### config.mk
export PLATFORM = sky130hd
export DESIGN_NAME = cols_top
export DESIGN_NICKNAME = d
export VERILOG_FILES = /design/src/cols_pkg.sv /design/src/cols_top.sv
export VERILOG_INCLUDE_DIRS = /design/src
export SDC_FILE = /design/constraint.sdc
export NUM_CORES = 1
export LEC_CHECK = 0
export ABC_AREA = 1
export BUFFER_PORTS_ARGS = -buffer_cell sky130_fd_sc_hd__buf_2
export CAP_MARGIN = 10
export CORE_ASPECT_RATIO = 1.5
export CORE_MARGIN = 2
export CORE_UTILIZATION = 55
export DETAILED_ROUTE_END_ITERATION = 16
export PLACE_DENSITY = 0.76
export SLEW_MARGIN = 15
export SYNTH_ARGS = -nofsm -noshare
export SYNTH_HDL_FRONTEND = slang
export SYNTH_SLANG_ARGS = --single-unit
### constraint.sdc
create_clock -name hclk -period 2.1 [get_ports hclk]
set_input_delay 0.315 -clock hclk [delete_from_list [all_inputs] [get_ports hclk]]
set_output_delay 0.315 -clock hclk [all_outputs]
set_load 0.1 [all_outputs]
### src/cols_params.svh
// constants for the camera output line source select block
`ifndef COLS_PARAMS_SVH
`define COLS_PARAMS_SVH

// register byte offsets
`define COLS_SEL_OFS 12'h000
`define COLS_CTRL_OFS 12'h004
`define COLS_DEBOUNCE_OFS 12'h008
`define COLS_TRIG_DELAY_OFS 12'h00C
`define COLS_STATUS_OFS 12'h010

// selector register fields
`define COLS_SEL_OPTO_LSB 0
`define COLS_SEL_BIDIR_LSB 8
`define COLS_SEL_W 4

// control register fields
`define COLS_CTRL_USER1_BIT 0
`define COLS_CTRL_USER2_BIT 1
`define COLS_CTRL_BIDIR_OE_BIT 2

// reset values
`define COLS_SEL_RST 4'h0
`define COLS_DEBOUNCE_RST 16'h0010
`define COLS_TRIG_DELAY_RST 16'h0000

// timing
`define COLS_CLK_PERIOD_NS 8
`define COLS_PPS_PERIOD_NS 1000000000
`define COLS_PPS_HALF_CYCLES (`COLS_PPS_PERIOD_NS / 2 / `COLS_CLK_PERIOD_NS)

`endif

### src/cols_pkg.sv
// types for the camera output line source select block
`default_nettype none

package cols_pkg;

    // source codes as written to a line selector
    typedef enum logic [3:0] {
        COLS_SRC_FRAME_TRIG_WAIT = 4'h0,
        COLS_SRC_FRAME_TRIG_INT = 4'h1,
        COLS_SRC_EXPOSURE_ACTIVE = 4'h2,
        COLS_SRC_ACQ_TRIG_WAIT = 4'h3,
        COLS_SRC_ACQ_TRIG_INT = 4'h4,
        COLS_SRC_SENSOR_READOUT = 4'h5,
        COLS_SRC_DEB_OPTO_IN = 4'h6,
        COLS_SRC_DEB_BIDIR = 4'h7,
        COLS_SRC_USER_OUT1 = 4'h8,
        COLS_SRC_USER_OUT2 = 4'h9,
        COLS_SRC_TIMER0 = 4'hA,
        COLS_SRC_SW_SIG0 = 4'hB,
        COLS_SRC_SW_SIG1 = 4'hC,
        COLS_SRC_LOGIC_BLK0 = 4'hD,
        COLS_SRC_PPS = 4'hE
    } cols_src_t;

    // camera core events and levels feeding the sources
    typedef struct packed {
        logic trigger_accepted;
        logic exposure_start;
        logic exposure_end;
        logic image_out_done;
        logic transfer_start;
        logic transfer_done;
        logic frame_valid_flag;
        logic timer0_active;
        logic sw_signal0;
        logic sw_signal1;
        logic logic_block0;
    } cols_cam_t;

    // ahb-lite request from the master
    typedef struct packed {
        logic hsel;
        logic [31:0] haddr;
        logic [1:0] htrans;
        logic hwrite;
        logic [2:0] hsize;
        logic hready;
        logic [31:0] hwdata;
    } cols_ahb_req_t;

endpackage

`default_nettype wire

### src/cols_top.sv
// camera output line source select with ahb-lite register slave
`include "cols_params.svh"
`default_nettype none

module cols_top #(
    parameter int PPS_HALF_CYCLES = `COLS_PPS_HALF_CYCLES,
    parameter int DEB_W = 16,
    parameter int DLY_W = 16
) (
    input wire logic hclk,
    input wire logic hresetn,
    input wire logic ce,
    input wire cols_pkg::cols_ahb_req_t ahb_req,
    output logic [31:0] hrdata,
    output logic hreadyout,
    output logic hresp,
    input wire cols_pkg::cols_cam_t cam,
    input wire logic opto_input_line,
    input wire logic bidir_collector_line_in,
    output logic opto_output_line,
    output logic bidir_collector_line_out,
    output logic bidir_collector_line_oe
);
    import cols_pkg::*;

    localparam int PPS_CW = $clog2(PPS_HALF_CYCLES + 1);
    localparam logic [PPS_CW-1:0] PPS_LAST = PPS_CW'(PPS_HALF_CYCLES - 1);

    // --------------------------------------------------------------
    // register state
    // --------------------------------------------------------------
    cols_src_t sel_opto;
    cols_src_t sel_bidir;
    logic user_out1;
    logic user_out2;
    logic bidir_drive_en;
    logic [DEB_W-1:0] deb_time;
    logic [DLY_W-1:0] trig_delay;

    logic wr_pend;
    logic rd_pend;
    logic [11:0] dp_addr;

    // --------------------------------------------------------------
    // source state
    // --------------------------------------------------------------
    logic frame_trig_wait;
    logic frame_trig_int;
    logic exposure_active;
    logic acq_trig_wait;
    logic acq_trig_int;
    logic dly_busy;
    logic [DLY_W-1:0] dly_cnt;
    logic [1:0] deb_level;
    logic [DEB_W-1:0] deb_cnt [2];
    logic [1:0] raw_line;
    logic [PPS_CW-1:0] pps_cnt;
    logic pps;
    logic [14:0] src;

    // --------------------------------------------------------------
    // helpers
    // --------------------------------------------------------------
    // map a written selector field onto a source; unused code falls back
    function automatic cols_src_t to_src(input logic [3:0] code);
        cols_src_t s;
        s = COLS_SRC_FRAME_TRIG_WAIT;
        if (code != 4'hF)
        begin
            s = cols_src_t'(code);
        end
        return s;
    endfunction

    // value of the source picked by a selector
    function automatic logic pick(input logic [14:0] v, input cols_src_t s);
        return v[s];
    endfunction

    assign raw_line = {bidir_collector_line_in, opto_input_line};

    assign src = {
        pps,
        cam.logic_block0,
        cam.sw_signal1,
        cam.sw_signal0,
        cam.timer0_active,
        user_out2,
        user_out1,
        deb_level[1],
        deb_level[0],
        cam.frame_valid_flag,
        acq_trig_int,
        acq_trig_wait,
        exposure_active,
        frame_trig_int,
        frame_trig_wait
    };

    // --------------------------------------------------------------
    // ahb-lite slave: writes zero wait, reads one wait state
    // --------------------------------------------------------------
    logic addr_ok;
    assign addr_ok = ahb_req.hsel && ahb_req.htrans[1] && ahb_req.hready;

    always_ff @(posedge hclk or negedge hresetn)
    begin
        if (!hresetn)
        begin
            wr_pend <= 1'b0;
            rd_pend <= 1'b0;
            dp_addr <= 12'h000;
            hreadyout <= 1'b1;
            hresp <= 1'b0;
        end
        else if (ce)
        begin
            wr_pend <= addr_ok && ahb_req.hwrite;
            rd_pend <= addr_ok && !ahb_req.hwrite;
            hreadyout <= !(addr_ok && !ahb_req.hwrite);
            hresp <= 1'b0;
            if (addr_ok)
            begin
                dp_addr <= {ahb_req.haddr[11:2], 2'b00};
            end
        end
    end

    always_ff @(posedge hclk or negedge hresetn)
    begin
        if (!hresetn)
        begin
            hrdata <= 32'h00000000;
        end
        else if (ce && rd_pend)
        begin
            case (dp_addr)
                `COLS_SEL_OFS:
                begin
                    hrdata <= {20'h00000, sel_bidir, 4'h0, sel_opto};
                end
                `COLS_CTRL_OFS:
                begin
                    hrdata <= {29'h00000000, bidir_drive_en, user_out2, user_out1};
                end
                `COLS_DEBOUNCE_OFS:
                begin
                    hrdata <= 32'(deb_time);
                end
                `COLS_TRIG_DELAY_OFS:
                begin
                    hrdata <= 32'(trig_delay);
                end
                `COLS_STATUS_OFS:
                begin
                    hrdata <= {15'h0000, raw_line, src};
                end
                default:
                begin
                    hrdata <= 32'h00000000;
                end
            endcase
        end
    end

    // selectors
    always_ff @(posedge hclk or negedge hresetn)
    begin
        if (!hresetn)
        begin
            sel_opto <= cols_src_t'(`COLS_SEL_RST);
            sel_bidir <= cols_src_t'(`COLS_SEL_RST);
        end
        else if (ce && wr_pend && dp_addr == `COLS_SEL_OFS)
        begin
            sel_opto <= to_src(ahb_req.hwdata[`COLS_SEL_OPTO_LSB +: `COLS_SEL_W]);
            sel_bidir <= to_src(ahb_req.hwdata[`COLS_SEL_BIDIR_LSB +: `COLS_SEL_W]);
        end
    end

    // user levels and line direction
    always_ff @(posedge hclk or negedge hresetn)
    begin
        if (!hresetn)
        begin
            user_out1 <= 1'b0;
            user_out2 <= 1'b0;
            bidir_drive_en <= 1'b0;
        end
        else if (ce && wr_pend && dp_addr == `COLS_CTRL_OFS)
        begin
            user_out1 <= ahb_req.hwdata[`COLS_CTRL_USER1_BIT];
            user_out2 <= ahb_req.hwdata[`COLS_CTRL_USER2_BIT];
            bidir_drive_en <= ahb_req.hwdata[`COLS_CTRL_BIDIR_OE_BIT];
        end
    end

    // timing settings
    always_ff @(posedge hclk or negedge hresetn)
    begin
        if (!hresetn)
        begin
            deb_time <= DEB_W'(`COLS_DEBOUNCE_RST);
            trig_delay <= DLY_W'(`COLS_TRIG_DELAY_RST);
        end
        else if (ce && wr_pend)
        begin
            if (dp_addr == `COLS_DEBOUNCE_OFS)
            begin
                deb_time <= ahb_req.hwdata[DEB_W-1:0];
            end
            if (dp_addr == `COLS_TRIG_DELAY_OFS)
            begin
                trig_delay <= ahb_req.hwdata[DLY_W-1:0];
            end
        end
    end

    // --------------------------------------------------------------
    // camera state sources
    // --------------------------------------------------------------
    // busy from exposure start until image out; start wins a tie
    always_ff @(posedge hclk or negedge hresetn)
    begin
        if (!hresetn)
        begin
            frame_trig_wait <= 1'b1;
        end
        else if (ce)
        begin
            if (cam.exposure_start)
            begin
                frame_trig_wait <= 1'b0;
            end
            else if (cam.image_out_done)
            begin
                frame_trig_wait <= 1'b1;
            end
        end
    end

    always_ff @(posedge hclk or negedge hresetn)
    begin
        if (!hresetn)
        begin
            exposure_active <= 1'b0;
        end
        else if (ce)
        begin
            if (cam.exposure_start)
            begin
                exposure_active <= 1'b1;
            end
            else if (cam.exposure_end)
            begin
                exposure_active <= 1'b0;
            end
        end
    end

    // low while an image goes to the host
    always_ff @(posedge hclk or negedge hresetn)
    begin
        if (!hresetn)
        begin
            acq_trig_wait <= 1'b1;
            acq_trig_int <= 1'b0;
        end
        else if (ce)
        begin
            acq_trig_int <= cam.transfer_start;
            if (cam.transfer_start)
            begin
                acq_trig_wait <= 1'b0;
            end
            else if (cam.transfer_done)
            begin
                acq_trig_wait <= 1'b1;
            end
        end
    end

    // accepted trigger delayed by the programmed cycles; one in flight
    always_ff @(posedge hclk or negedge hresetn)
    begin
        if (!hresetn)
        begin
            dly_busy <= 1'b0;
            dly_cnt <= '0;
            frame_trig_int <= 1'b0;
        end
        else if (ce)
        begin
            frame_trig_int <= 1'b0;
            if (dly_busy)
            begin
                if (dly_cnt == '0)
                begin
                    frame_trig_int <= 1'b1;
                    dly_busy <= 1'b0;
                end
                else
                begin
                    dly_cnt <= dly_cnt - 1'b1;
                end
            end
            else if (cam.trigger_accepted)
            begin
                if (trig_delay == '0)
                begin
                    frame_trig_int <= 1'b1;
                end
                else
                begin
                    dly_busy <= 1'b1;
                    dly_cnt <= trig_delay - 1'b1;
                end
            end
        end
    end

    // --------------------------------------------------------------
    // debounce: a new level must persist deb_time + 1 cycles
    // --------------------------------------------------------------
    always_ff @(posedge hclk or negedge hresetn)
    begin
        if (!hresetn)
        begin
            deb_level <= 2'b00;
            deb_cnt[0] <= '0;
            deb_cnt[1] <= '0;
        end
        else if (ce)
        begin
            for (int i = 0; i < 2; i++)
            begin
                if (raw_line[i] == deb_level[i])
                begin
                    deb_cnt[i] <= '0;
                end
                else if (deb_cnt[i] >= deb_time)
                begin
                    deb_level[i] <= raw_line[i];
                    deb_cnt[i] <= '0;
                end
                else
                begin
                    deb_cnt[i] <= deb_cnt[i] + 1'b1;
                end
            end
        end
    end

    // --------------------------------------------------------------
    // one-second square wave, half period each level
    // --------------------------------------------------------------
    always_ff @(posedge hclk or negedge hresetn)
    begin
        if (!hresetn)
        begin
            pps_cnt <= '0;
            pps <= 1'b0;
        end
        else if (ce)
        begin
            if (pps_cnt == PPS_LAST)
            begin
                pps_cnt <= '0;
                pps <= !pps;
            end
            else
            begin
                pps_cnt <= pps_cnt + 1'b1;
            end
        end
    end

    // --------------------------------------------------------------
    // output lines: registered mux, so a new selector lands on an edge
    // --------------------------------------------------------------
    always_ff @(posedge hclk or negedge hresetn)
    begin
        if (!hresetn)
        begin
            opto_output_line <= 1'b1;
            bidir_collector_line_out <= 1'b0;
            bidir_collector_line_oe <= 1'b0;
        end
        else if (ce)
        begin
            opto_output_line <= pick(src, sel_opto);
            bidir_collector_line_out <= 1'b0;
            // open collector: pull low only while the source is low
            bidir_collector_line_oe <= bidir_drive_en && !pick(src, sel_bidir);
        end
    end

endmodule

`default_nettype wire

After elaboration in Yosys (flattened, before gate mapping)
Cells that the tools add are included.
Widths: inputs -> output; s select.
{"block": "word_totals", "reg_bits": 173, "in_bits": 88, "output_inout_bits": 37, "word_cells": 109}
{"block": "op_classes", "n_addsub": 5, "n_lt_le_gt_ge": 4, "n_eq_ne": 11, "muxes": 30, "n_bitwise": 2, "n_reduce_logical": 30}
{"cell": "$mux 16", "count": 8}
{"cell": "$pmux 17 s5", "count": 1}
{"cell": "$add 16x1->16 const B", "count": 2}
{"cell": "$ge 16x16->1", "count": 2}
{"cell": "$logic_not 16->1", "count": 2}
{"cell": "$sub 16x1->16 const B", "count": 2}
{"cell": "$add 26x1->26 const B", "count": 1}
{"cell": "$eq 26x26->1 const B", "count": 1}
{"cell": "$mux 26", "count": 1}
{"cell": "$eq 10x2->1 const B", "count": 2}
{"cell": "$mux 1", "count": 16}
{"cell": "$reduce_and 2->1", "count": 7}
{"cell": "$logic_not 12->1", "count": 1}
{"cell": "$eq 10x1->1 const B", "count": 1}
{"cell": "$eq 10x3->1 const B", "count": 1}
{"cell": "$lt 4x5->1 const B", "count": 2}
{"cell": "$logic_and 1x1->1", "count": 9}
{"cell": "$bmux 1 s4", "count": 2}
{"cell": "$mux 4", "count": 2}
{"cell": "$ne 4x4->1 const B", "count": 2}
{"cell": "$reduce_bool 2->1", "count": 4}
{"cell": "$reduce_and 3->1", "count": 2}
{"cell": "$logic_not 1->1", "count": 4}
{"cell": "$ne 2x2->1 const B", "count": 2}
{"cell": "other kinds (3)", "count": 5}

Longest topological paths before layout
Gate-level depths: netlist (run 1).
{"block": "depth", "word_depth": 4, "mapped_depth": 14, "ltp_nobuf": 14}

Worst setup path after synthesis (run 1)
No wires, ideal clock.
{"block": "synth_path", "path_type": "register -> register", "startpoint": "register deb_time[4]", "endpoint": "register deb_cnt[10] (netlist name)", "setup_ns": 0.130, "arrival_time_ns": 1.641, "required_time_ns": 1.970, "slack_ns": 0.329, "stages_incl_launch_ff": 13, "n_path_buf": 1, "synth_period_minus_slack_ns": 1.771, "cell_sequence": "dfstp_2 inv_1 ha_1 nand2_1 inv_1 nand2_1 nor2_1 nor2_1 nand2_1 nand2_1 nand3_1 clkbuf_1 o21ai_0"}
{"block": "synth_between", "elab_chain_cells": 3}
{"item": "start: declaration", "line_no": "cols_top.sv:37", "rtl": "logic [DEB_W-1:0] deb_time;"}
{"item": "start signal: assignment", "line_no": "cols_top.sv:203", "rtl": "deb_time <= DEB_W'(`COLS_DEBOUNCE_RST);"}
{"item": "start signal: assignment", "line_no": "cols_top.sv:210", "rtl": "deb_time <= ahb_req.hwdata[DEB_W-1:0];"}
{"item": "$ge 16x16->1", "line_no": "cols_top.sv:341", "rtl": "else if (deb_cnt[i] >= deb_time)"}
{"item": "$mux 16", "line_no": "cols_top.sv:341"}
{"item": "$mux 16", "line_no": "cols_top.sv:337", "rtl": "if (raw_line[i] == deb_level[i])"}
{"item": "end signal: indexed assignment", "line_no": "cols_top.sv:348", "rtl": "deb_cnt[i] <= deb_cnt[i] + 1'b1;"}
{"item": "end: declaration", "line_no": "cols_top.sv:55", "rtl": "logic [DEB_W-1:0] deb_cnt [2];"}
Every way passes these cells.
A chain may end at the register's enable or synchronous reset.

Final worst setup path (run 1)
{"block": "layout_path", "startpoint": "register dly_busy", "endpoint": "register dly_cnt[12]"}
{"block": "layout_between", "elab_chain_cells": 2, "elab_cells_between_ends": 5}
{"item": "start: declaration", "line_no": "cols_top.sv:52", "rtl": "logic dly_busy;"}
{"item": "start signal: assignment", "line_no": "cols_top.sv:288", "rtl": "dly_busy <= 1'b0;"}
{"item": "start signal: assignment", "line_no": "cols_top.sv:300", "rtl": "dly_busy <= 1'b0;"}
{"item": "start signal: assignment", "line_no": "cols_top.sv:315", "rtl": "dly_busy <= 1'b1;"}
{"item": "$ne 2x2->1 (no source line) / $reduce_bool 2->1 (equally long branches)"}
{"item": "$reduce_and 4->1 (no source line)"}
{"item": "end signal: assignment", "line_no": "cols_top.sv:304", "rtl": "dly_cnt <= dly_cnt - 1'b1;"}
{"item": "end signal: assignment", "line_no": "cols_top.sv:316", "rtl": "dly_cnt <= trig_delay - 1'b1;"}
{"item": "end: declaration", "line_no": "cols_top.sv:53", "rtl": "logic [DLY_W-1:0] dly_cnt;"}
Several ways; a longest one is shown, not always the timed one.

==> summary.md, run 1 <==
| Metric | Value |
|---|---|
| TritonCTS Buffers | 17 |
| Worst Path Class, Setup | reg2reg |
| Worst Setup End Kind | flip-flop |
| Setup TNS | 0 ps |
| Final hold vios | 0 |
| Number of remaining DRC errors | 0 |
| Antenna violation net count after detailed routing | 0 |
| RSZ-0062 raised after global routing | false |
| Ys Warns | 0 |
| Seq/Total Area, Yosys | 0.4093 |
| Final Cell Area | 10920 sq um |
| Port Buffers | 65 |
| Vias in the first global route | 8774 |
| WL met3 | 1111 um |
| Initial Util | 0.5600 |
| Initial antenna violation count | 0 |
| Setup crit end | dly_cnt[12]$_DFFE_PN0P_ |
| Placed cell area | 10320 sq um |
| Die W | 112.3 um |
| Transition time of the tightest slew-check pin | 617.8 ps |
| MaxCap Viol Count | 0 |
| DIE AREA | 18690 sq um |
| Worst Skew | 8.693 ps |
| Slew headroom | 0.5838 |
| Worst slack after detailed placement | 162.8 ps |
| Global-route wire length before repair | 41330 um |
| Clock sinks | 158 |
| Startpoint Class | flip-flop |
| Critical path startpoint | dly_busy$_DFFE_PN0P_ |
| Total core area | 17270 sq um |
| Antenna diodes | 0 |
| Post-route worst setup slack | 224.1 ps |
| CP arrival | 2200 ps |
| Vias per std cell | 5.355 |
| GRT overflow | 0 |
| Routed length per instance | 14.63 um |
| Max Root-Sink Buffers | 2 |
| Reg-to-Reg End | dly_cnt[12]$_DFFE_PN0P_ |
| Highest clock rate | 533.1 MHz |
| Synth unique cells | 38 |
| Syn-to-layout area delta | 12.83% |
| Leakage | 5.612 nW |
| Crit path time final | 1876 ps |
| DR pass1 iterations | 6 |
| Routed vias | 9001 |
| Power per standard cell area | 834.7 nW/um^2 |
| Routed wire length | 24600 um |
| Reg2Reg Depth | 9 |
| Largest net degree at the start of global routing | 62 |
| Outcome | complete, no violations |
| Total global-route track usage | 0.2733 |
| Die Y | 166.4 um |
| Slew Limit Fails | 0 |
| Tcrit/Tclk final | 0.8933 |
| Reg2reg setup slack | 220 ps |
| I/O pin cnt | 125 |
| Non-Filler Instances | 1681 |
| Number of nets in the layout | 1579 |
| Mean Syn Cell Area | 7.056 sq um |
| WL met1 | 10050 um |
| CTS tree | built |
| # fillers | 1616 |
| Met2 Wirelength | 12450 um |
| Maximum vdd ir drop | 0.6704 mV |
| Setup Viol. Count Final | 0 |
| # rows | 59 |
| Mapped Area | 9674 sq um |
| Worst path required time | 2420 ps |
| Cell count after synthesis | 1371 |
| Ratio of cells with drive above 1 in the final layout | 0.1090 |
| Hold WC Path Type | in2reg |
| Iter 0 DRT Violations | 500 |
| #FFs+latches synth | 158 |
| Global placement routability congestion | 0.9300 |
| Top sig layer | met4 |
| Cells after DPL | 1648 |
| CTS H-tree depth | 4 |
| Clock root buffer | clkbuf_16 |
| Reg2Reg Launch Point | dly_busy$_DFFE_PN0P_ |
| Clock Latency Late Sink | 440 ps |
| Clock transition at path regs | 70 ps |
| Final HPWL DP | 18850 um |
| Worst Path Max Fanout | 14 |
[worst min path at each step]
stage	end	from	slack (ps)	cells after the start
after CTS	rd_pend$_DFFE_PN0P_	ahb_req[36]	80	2
after floorplan	acq_trig_int$_DFFE_PN0P_	hresetn	20	0
after detailed placement	hrdata[7]$_DFFE_PN0P_	hresetn	200	1
final	dp_addr[7]$_DFFE_PN0P_	ahb_req[46]	80	3
after global routing	rd_pend$_DFFE_PN0P_	ahb_req[36]	80	2
after global placement	hrdata[7]$_DFFE_PN0P_	hresetn	200	1
[power by group]
part,internal (mW),switching [mW],total [mW]
clock network,1.67,1.39,3.06
logic,0.749,1.57,2.32
registers,3.38,0.358,3.73
[cells in the mapped netlist, drive strengths merged]
cell / n / area share
and2: 1 / 0.00065
inv: 160 / 0.062
buf: 32 / 0.022
clkbuf: 13 / 0.0052
dfrtp: 153 / 0.40
dfstp: 5 / 0.014
nor2: 127 / 0.054
o211ai: 4 / 0.0031
nand3b: 6 / 0.0047
xor2: 26 / 0.024
o2111ai: 1 / 0.00091
o21ai: 112 / 0.058
a31o: 1 / 0.00091
conb: 1 / 0.00039
o21bai: 1 / 0.00078
a21oi: 25 / 0.013
or2: 3 / 0.0019
nor3b: 1 / 0.00078
nor3: 24 / 0.015
ha: 36 / 0.047
nand4: 27 / 0.017
nand3: 116 / 0.061
xnor2: 11 / 0.010
nand2: 485 / 0.19
[sequential cells by signal (all words and copies together) (netlist names), 2 cells and up]
name        count
dly_cnt        16
sel_bidir       4
deb_cnt        32
hrdata         17
deb_time       16
deb_level       2
trig_delay     16
pps_cnt        26
dp_addr        10
sel_opto        4
[cell usage in the layout, fill, tap and decap left out, types with 2 or more instances in the layout]
cell type,count
nor3_2,2
a21oi_1,24
clkinv_2,2
nand3b_1,6
xnor2_1,11
clkinv_4,2
ha_1,36
nand3_1,115
dfstp_2,5
clkbuf_16,17
nor3_4,2
buf_2,64
nor3_1,20
inv_6,5
o211ai_1,4
nand2_1,480
conb_1,17
nand4_1,27
xor2_1,26
nor2_2,8
clkinvlp_4,2
buf_12,3
or2_2,2
nor2_4,3
inv_1,156
inv_2,3
nand2_2,5
buf_4,25
inv_8,3
dfrtp_1,152
o21ai_0,98
o21ai_1,14
nor2_1,116
[worst max-delay path, cell delays in order, from the launching register on]
cell	delay (ps)
dfrtp_2	500
o21ai_0	270
ha_1	210
nand2_1	120
nor2_1	150
inv_1	90
nor2_2	190
nand3_1	90
nand3_1	90
nand2_1	50
[metrics by stage]
step	utilization	total power, mW	hold slack [ps]
finish	0.6319	9.111	81.25
CTS	0.6313	9.126	75.10
detailed placement	0.5974	6.069	199.4
global route	0.6319	9.655	77.34
global placement	0.5974	6.005	201.0
floorplan	-	5.440	19.41
[layer usage]
layer  GRT usage  vias to the layer above
met4      0.1220                        0
met3     0.04731                       70
met5           0                        -
met2      0.4770                      271
met1      0.3286                     4158
li1            -                     4502
[cell families (layout without fill, tap and decap cells)]
kind of cell	Yosys count	in the layout	share of synthesized area
fa+ha+maj	36	36	0.04656
buf+inv	205	286	0.08898
xor+xnor	37	37	0.03350
other cells	1	17	0.0003876
flops	158	158	0.4093
compound gates	144	144	0.07695
simple gates	790	790	0.3443
[what timing repair did]
action | in CTS | in global routing
gates resized for setup | 0 | 4
endpoints found under the hold margin | 21 | 0
hold buffers | 1 | 0
setup buffers | 0 | 0
endpoints found under the setup margin | 0 | 5
[cell type report]
cell class                 count  area [sq um]  share of cell area
timing repair buffer          94         589.3             0.05399
tap                          213         266.5             0.02442
clock inverter                15         150.1             0.01376
sequential                   158          3961              0.3629
clock buffer                  17         425.4             0.03897
multi-input combinational   1024          4920              0.4507
inverter                     160         603.1             0.05525
No activity file was read; power rests on OpenSTA's default activity.
==> inputs of run 2 (changes only) <==
- clock period: 2.1 -> 2.2 ns (I/O delays scaled with it)
==> summary.md, run 2 (same netlist as run 1, synthesis figures left out) <==
| Metric | Value |
|---|---|
| Outcome | complete, no violations |
| MaxCap Viol Count | 0 (unchanged) |
| Maximum vdd ir drop | 0.6443 mV (-3.9%) |
| WL met3 | 1115 um (+0.36%) |
| Final Total Pwr | 8.745 mW (-4.0%) |
| CP arrival | 2260 ps (+60 ps) |
| Setup TNS | 0 ps (unchanged) |
| Reg with most FFs | deb_cnt |
| Clock Latency Late Sink | 440 ps (about the same) |
| Routed length per instance | 14.83 um (+1.4%) |
| # fillers | 1562 (-3.3%) |
| Number of remaining DRC errors | 0 (unchanged) |
| Port Buffers | 65 (unchanged) |
| # rows | 59 (unchanged) |
| Highest clock rate | 515.6 MHz (-3.3%) |
| Antenna violation net count after detailed routing | 0 (unchanged) |
| Most frequent cells in the layout | nand2_1, inv_1, dfrtp_1, nor2_1, nand3_1 |
| CTS tree | built |
| Largest net degree at the start of global routing | 39 (-37%) |
| Crit path time final | 1939 ps (+63.61 ps) |
| Total core area | 17270 sq um (unchanged) |
| TritonCTS Buffers | 17 (unchanged) |
| Area of the multi-input gates | 4913 sq um (-0.13%) |
| Worst Setup End Kind | flip-flop |
| Die Y | 166.4 um (unchanged) |
| Worst Path Max Fanout | 4 (-10) |
| Max Root-Sink Buffers | 2 (unchanged) |
| Antenna diodes | 0 (unchanged) |
| Post_cts resized | 0 (unchanged) |
| GRT overflow | 0 (unchanged) |
| Global-route wire length before repair | 41840 um (+1.2%) |
| Clock root buffer | clkbuf_16 |
| Power per standard cell area | 802.0 nW/um^2 (-3.9%) |
| Startpoint Class | flip-flop |
| Most common cell after layout, fill and taps aside | nand2_1 |
| Number of flip-flops in the largest register | 32 (unchanged) |
| Worst Path Class, Setup | reg2reg |
| Setup Viol. Count Final | 0 (unchanged) |
| Routed wire length | 24890 um (+1.2%) |
| Met2 Wirelength | 12870 um (+3.4%) |
| Worst path required time | 2520 ps (+100 ps) |
| DR pass1 iterations | 5 (-1) |
| WL met1 | 9880 um (-1.7%) |
| Routed vias | 9091 (+1.0%) |
| Syn-to-layout area delta | 12.71% |
| Total global-route track usage | 0.2753 (+0.001985) |
| DIE AREA | 18690 sq um (unchanged) |
| Clock transition at path regs | 70 ps (about the same) |
| Worst Skew | 10.45 ps (+1.761 ps) |
| Number of nets in the layout | 1576 (-0.19%) |
| Core Util, Final | 0.6312 (-0.0006520) |
| Register area | 3960 sq um (about the same) |
| CTS H-tree depth | 4 (unchanged) |
| I/O pin cnt | 125 (unchanged) |
| Hold WC Path Type | in2reg |
| Transition time of the tightest slew-check pin | 570.6 ps (-47.21 ps) |
| Final hold vios | 0 (unchanged) |
| Tcrit/Tclk final | 0.8816 (-0.01169) |
| Initial Util | 0.5600 (unchanged) |
| Global placement routability congestion | 0.9301 (about the same) |
| # Post-CTS Setup Buffers | 0 (unchanged) |
| Slew Limit Fails | 0 (unchanged) |
| Ratio of cells with drive above 1 in the final layout | 0.1065 (-0.002507) |
| Top sig layer | met4 |
| Regs by FF count | deb_cnt x32, pps_cnt x26, hrdata x17 |
| Iter 0 DRT Violations | 591 (+18%) |
| Initial antenna violation count | 0 (unchanged) |
| RSZ-0062 raised after global routing | false |
| Clock sinks | 158 (unchanged) |
| Leakage | 5.605 nW (-0.12%) |
| Final HPWL DP | 18950 um (+0.53%) |
| Vias per std cell | 5.418 (+1.2%) |
| Vias in the first global route | 8975 (+2.3%) |
| Slew headroom | 0.6183 (+0.03448) |
| Die W | 112.3 um (unchanged) |
==> run 2: report_power, final <==
group | internal [mW] | total, mW | switching, mW
Combinational | 0.693 | 2.19 | 1.50
Clock | 1.72 | 3.00 | 1.28
Sequential | 3.22 | 3.55 | 0.332
==> run 2: worst max-delay path, stage by stage, from the launching register on <==
cell and delay, ps:
dfrtp_1 450, o21ai_0 290, ha_1 310, nand2_1 130, nor2_1 160, inv_1 90, nor2_2 180, nand3_1 90
nand3_1 90, nand2_1 50
==> run 2: layer usage <==
| metal | vias to the layer above | track usage |
|---|---|---|
| li1 | 4498 | - |
| met1 | 4239 | 0.3260 |
| met2 | 269 | 0.4874 |
| met3 | 85 | 0.04039 |
| met4 | 0 | 0.1304 |
| met5 | - | 0 |
==> run 2: cell type report <==
cell class,count,share of cell area
clock buffer,18,0.04028
clock inverter,14,0.01446
inverter,160,0.05508
multi-input combinational,1024,0.4506
sequential,158,0.3632
tap,213,0.02444
timing repair buffer,91,0.05198
==> run 2: timing repair <==
action	in CTS	in global routing
endpoints found under the hold margin	33	0
endpoints found under the setup margin	0	0
hold buffers	1	0
==> run 2: through the flow <==
stage,cells,hold WS (ps),setup slack (ps),cell area [sq um]
6_report,1678,91.18,260.5,10900
5_1_grt,1678,96.48,86.58,10900
4_1_cts,1678,92.83,269.0,10900
3_3_place_gp,1645,261.0,349.0,10300
3_5_place_dp,1645,266.2,277.1,10300
2_1_floorplan,1387,34.41,428.6,9734
==> run 2: worst paths after layout <==
path	startpoint	end	slack, ps	cells past startpoint
worst min register to register	hrdata[14]$_DFFE_PN0P_	hrdata[14]$_DFFE_PN0P_	470	2
worst min-delay path	ahb_req[47]	dp_addr[8]$_DFFE_PN0P_	90	3
min in group asynchronous	hresetn	dly_cnt[3]$_DFFE_PN0P_	360	2
worst max-delay path	trig_delay[1]$_DFFE_PN0P_	dly_cnt[12]$_DFFE_PN0P_	260	9
worst max register to register	trig_delay[1]$_DFFE_PN0P_	dly_cnt[12]$_DFFE_PN0P_	260	9
max in group asynchronous	hresetn	hreadyout$_DFFE_PN1P_	1200	3
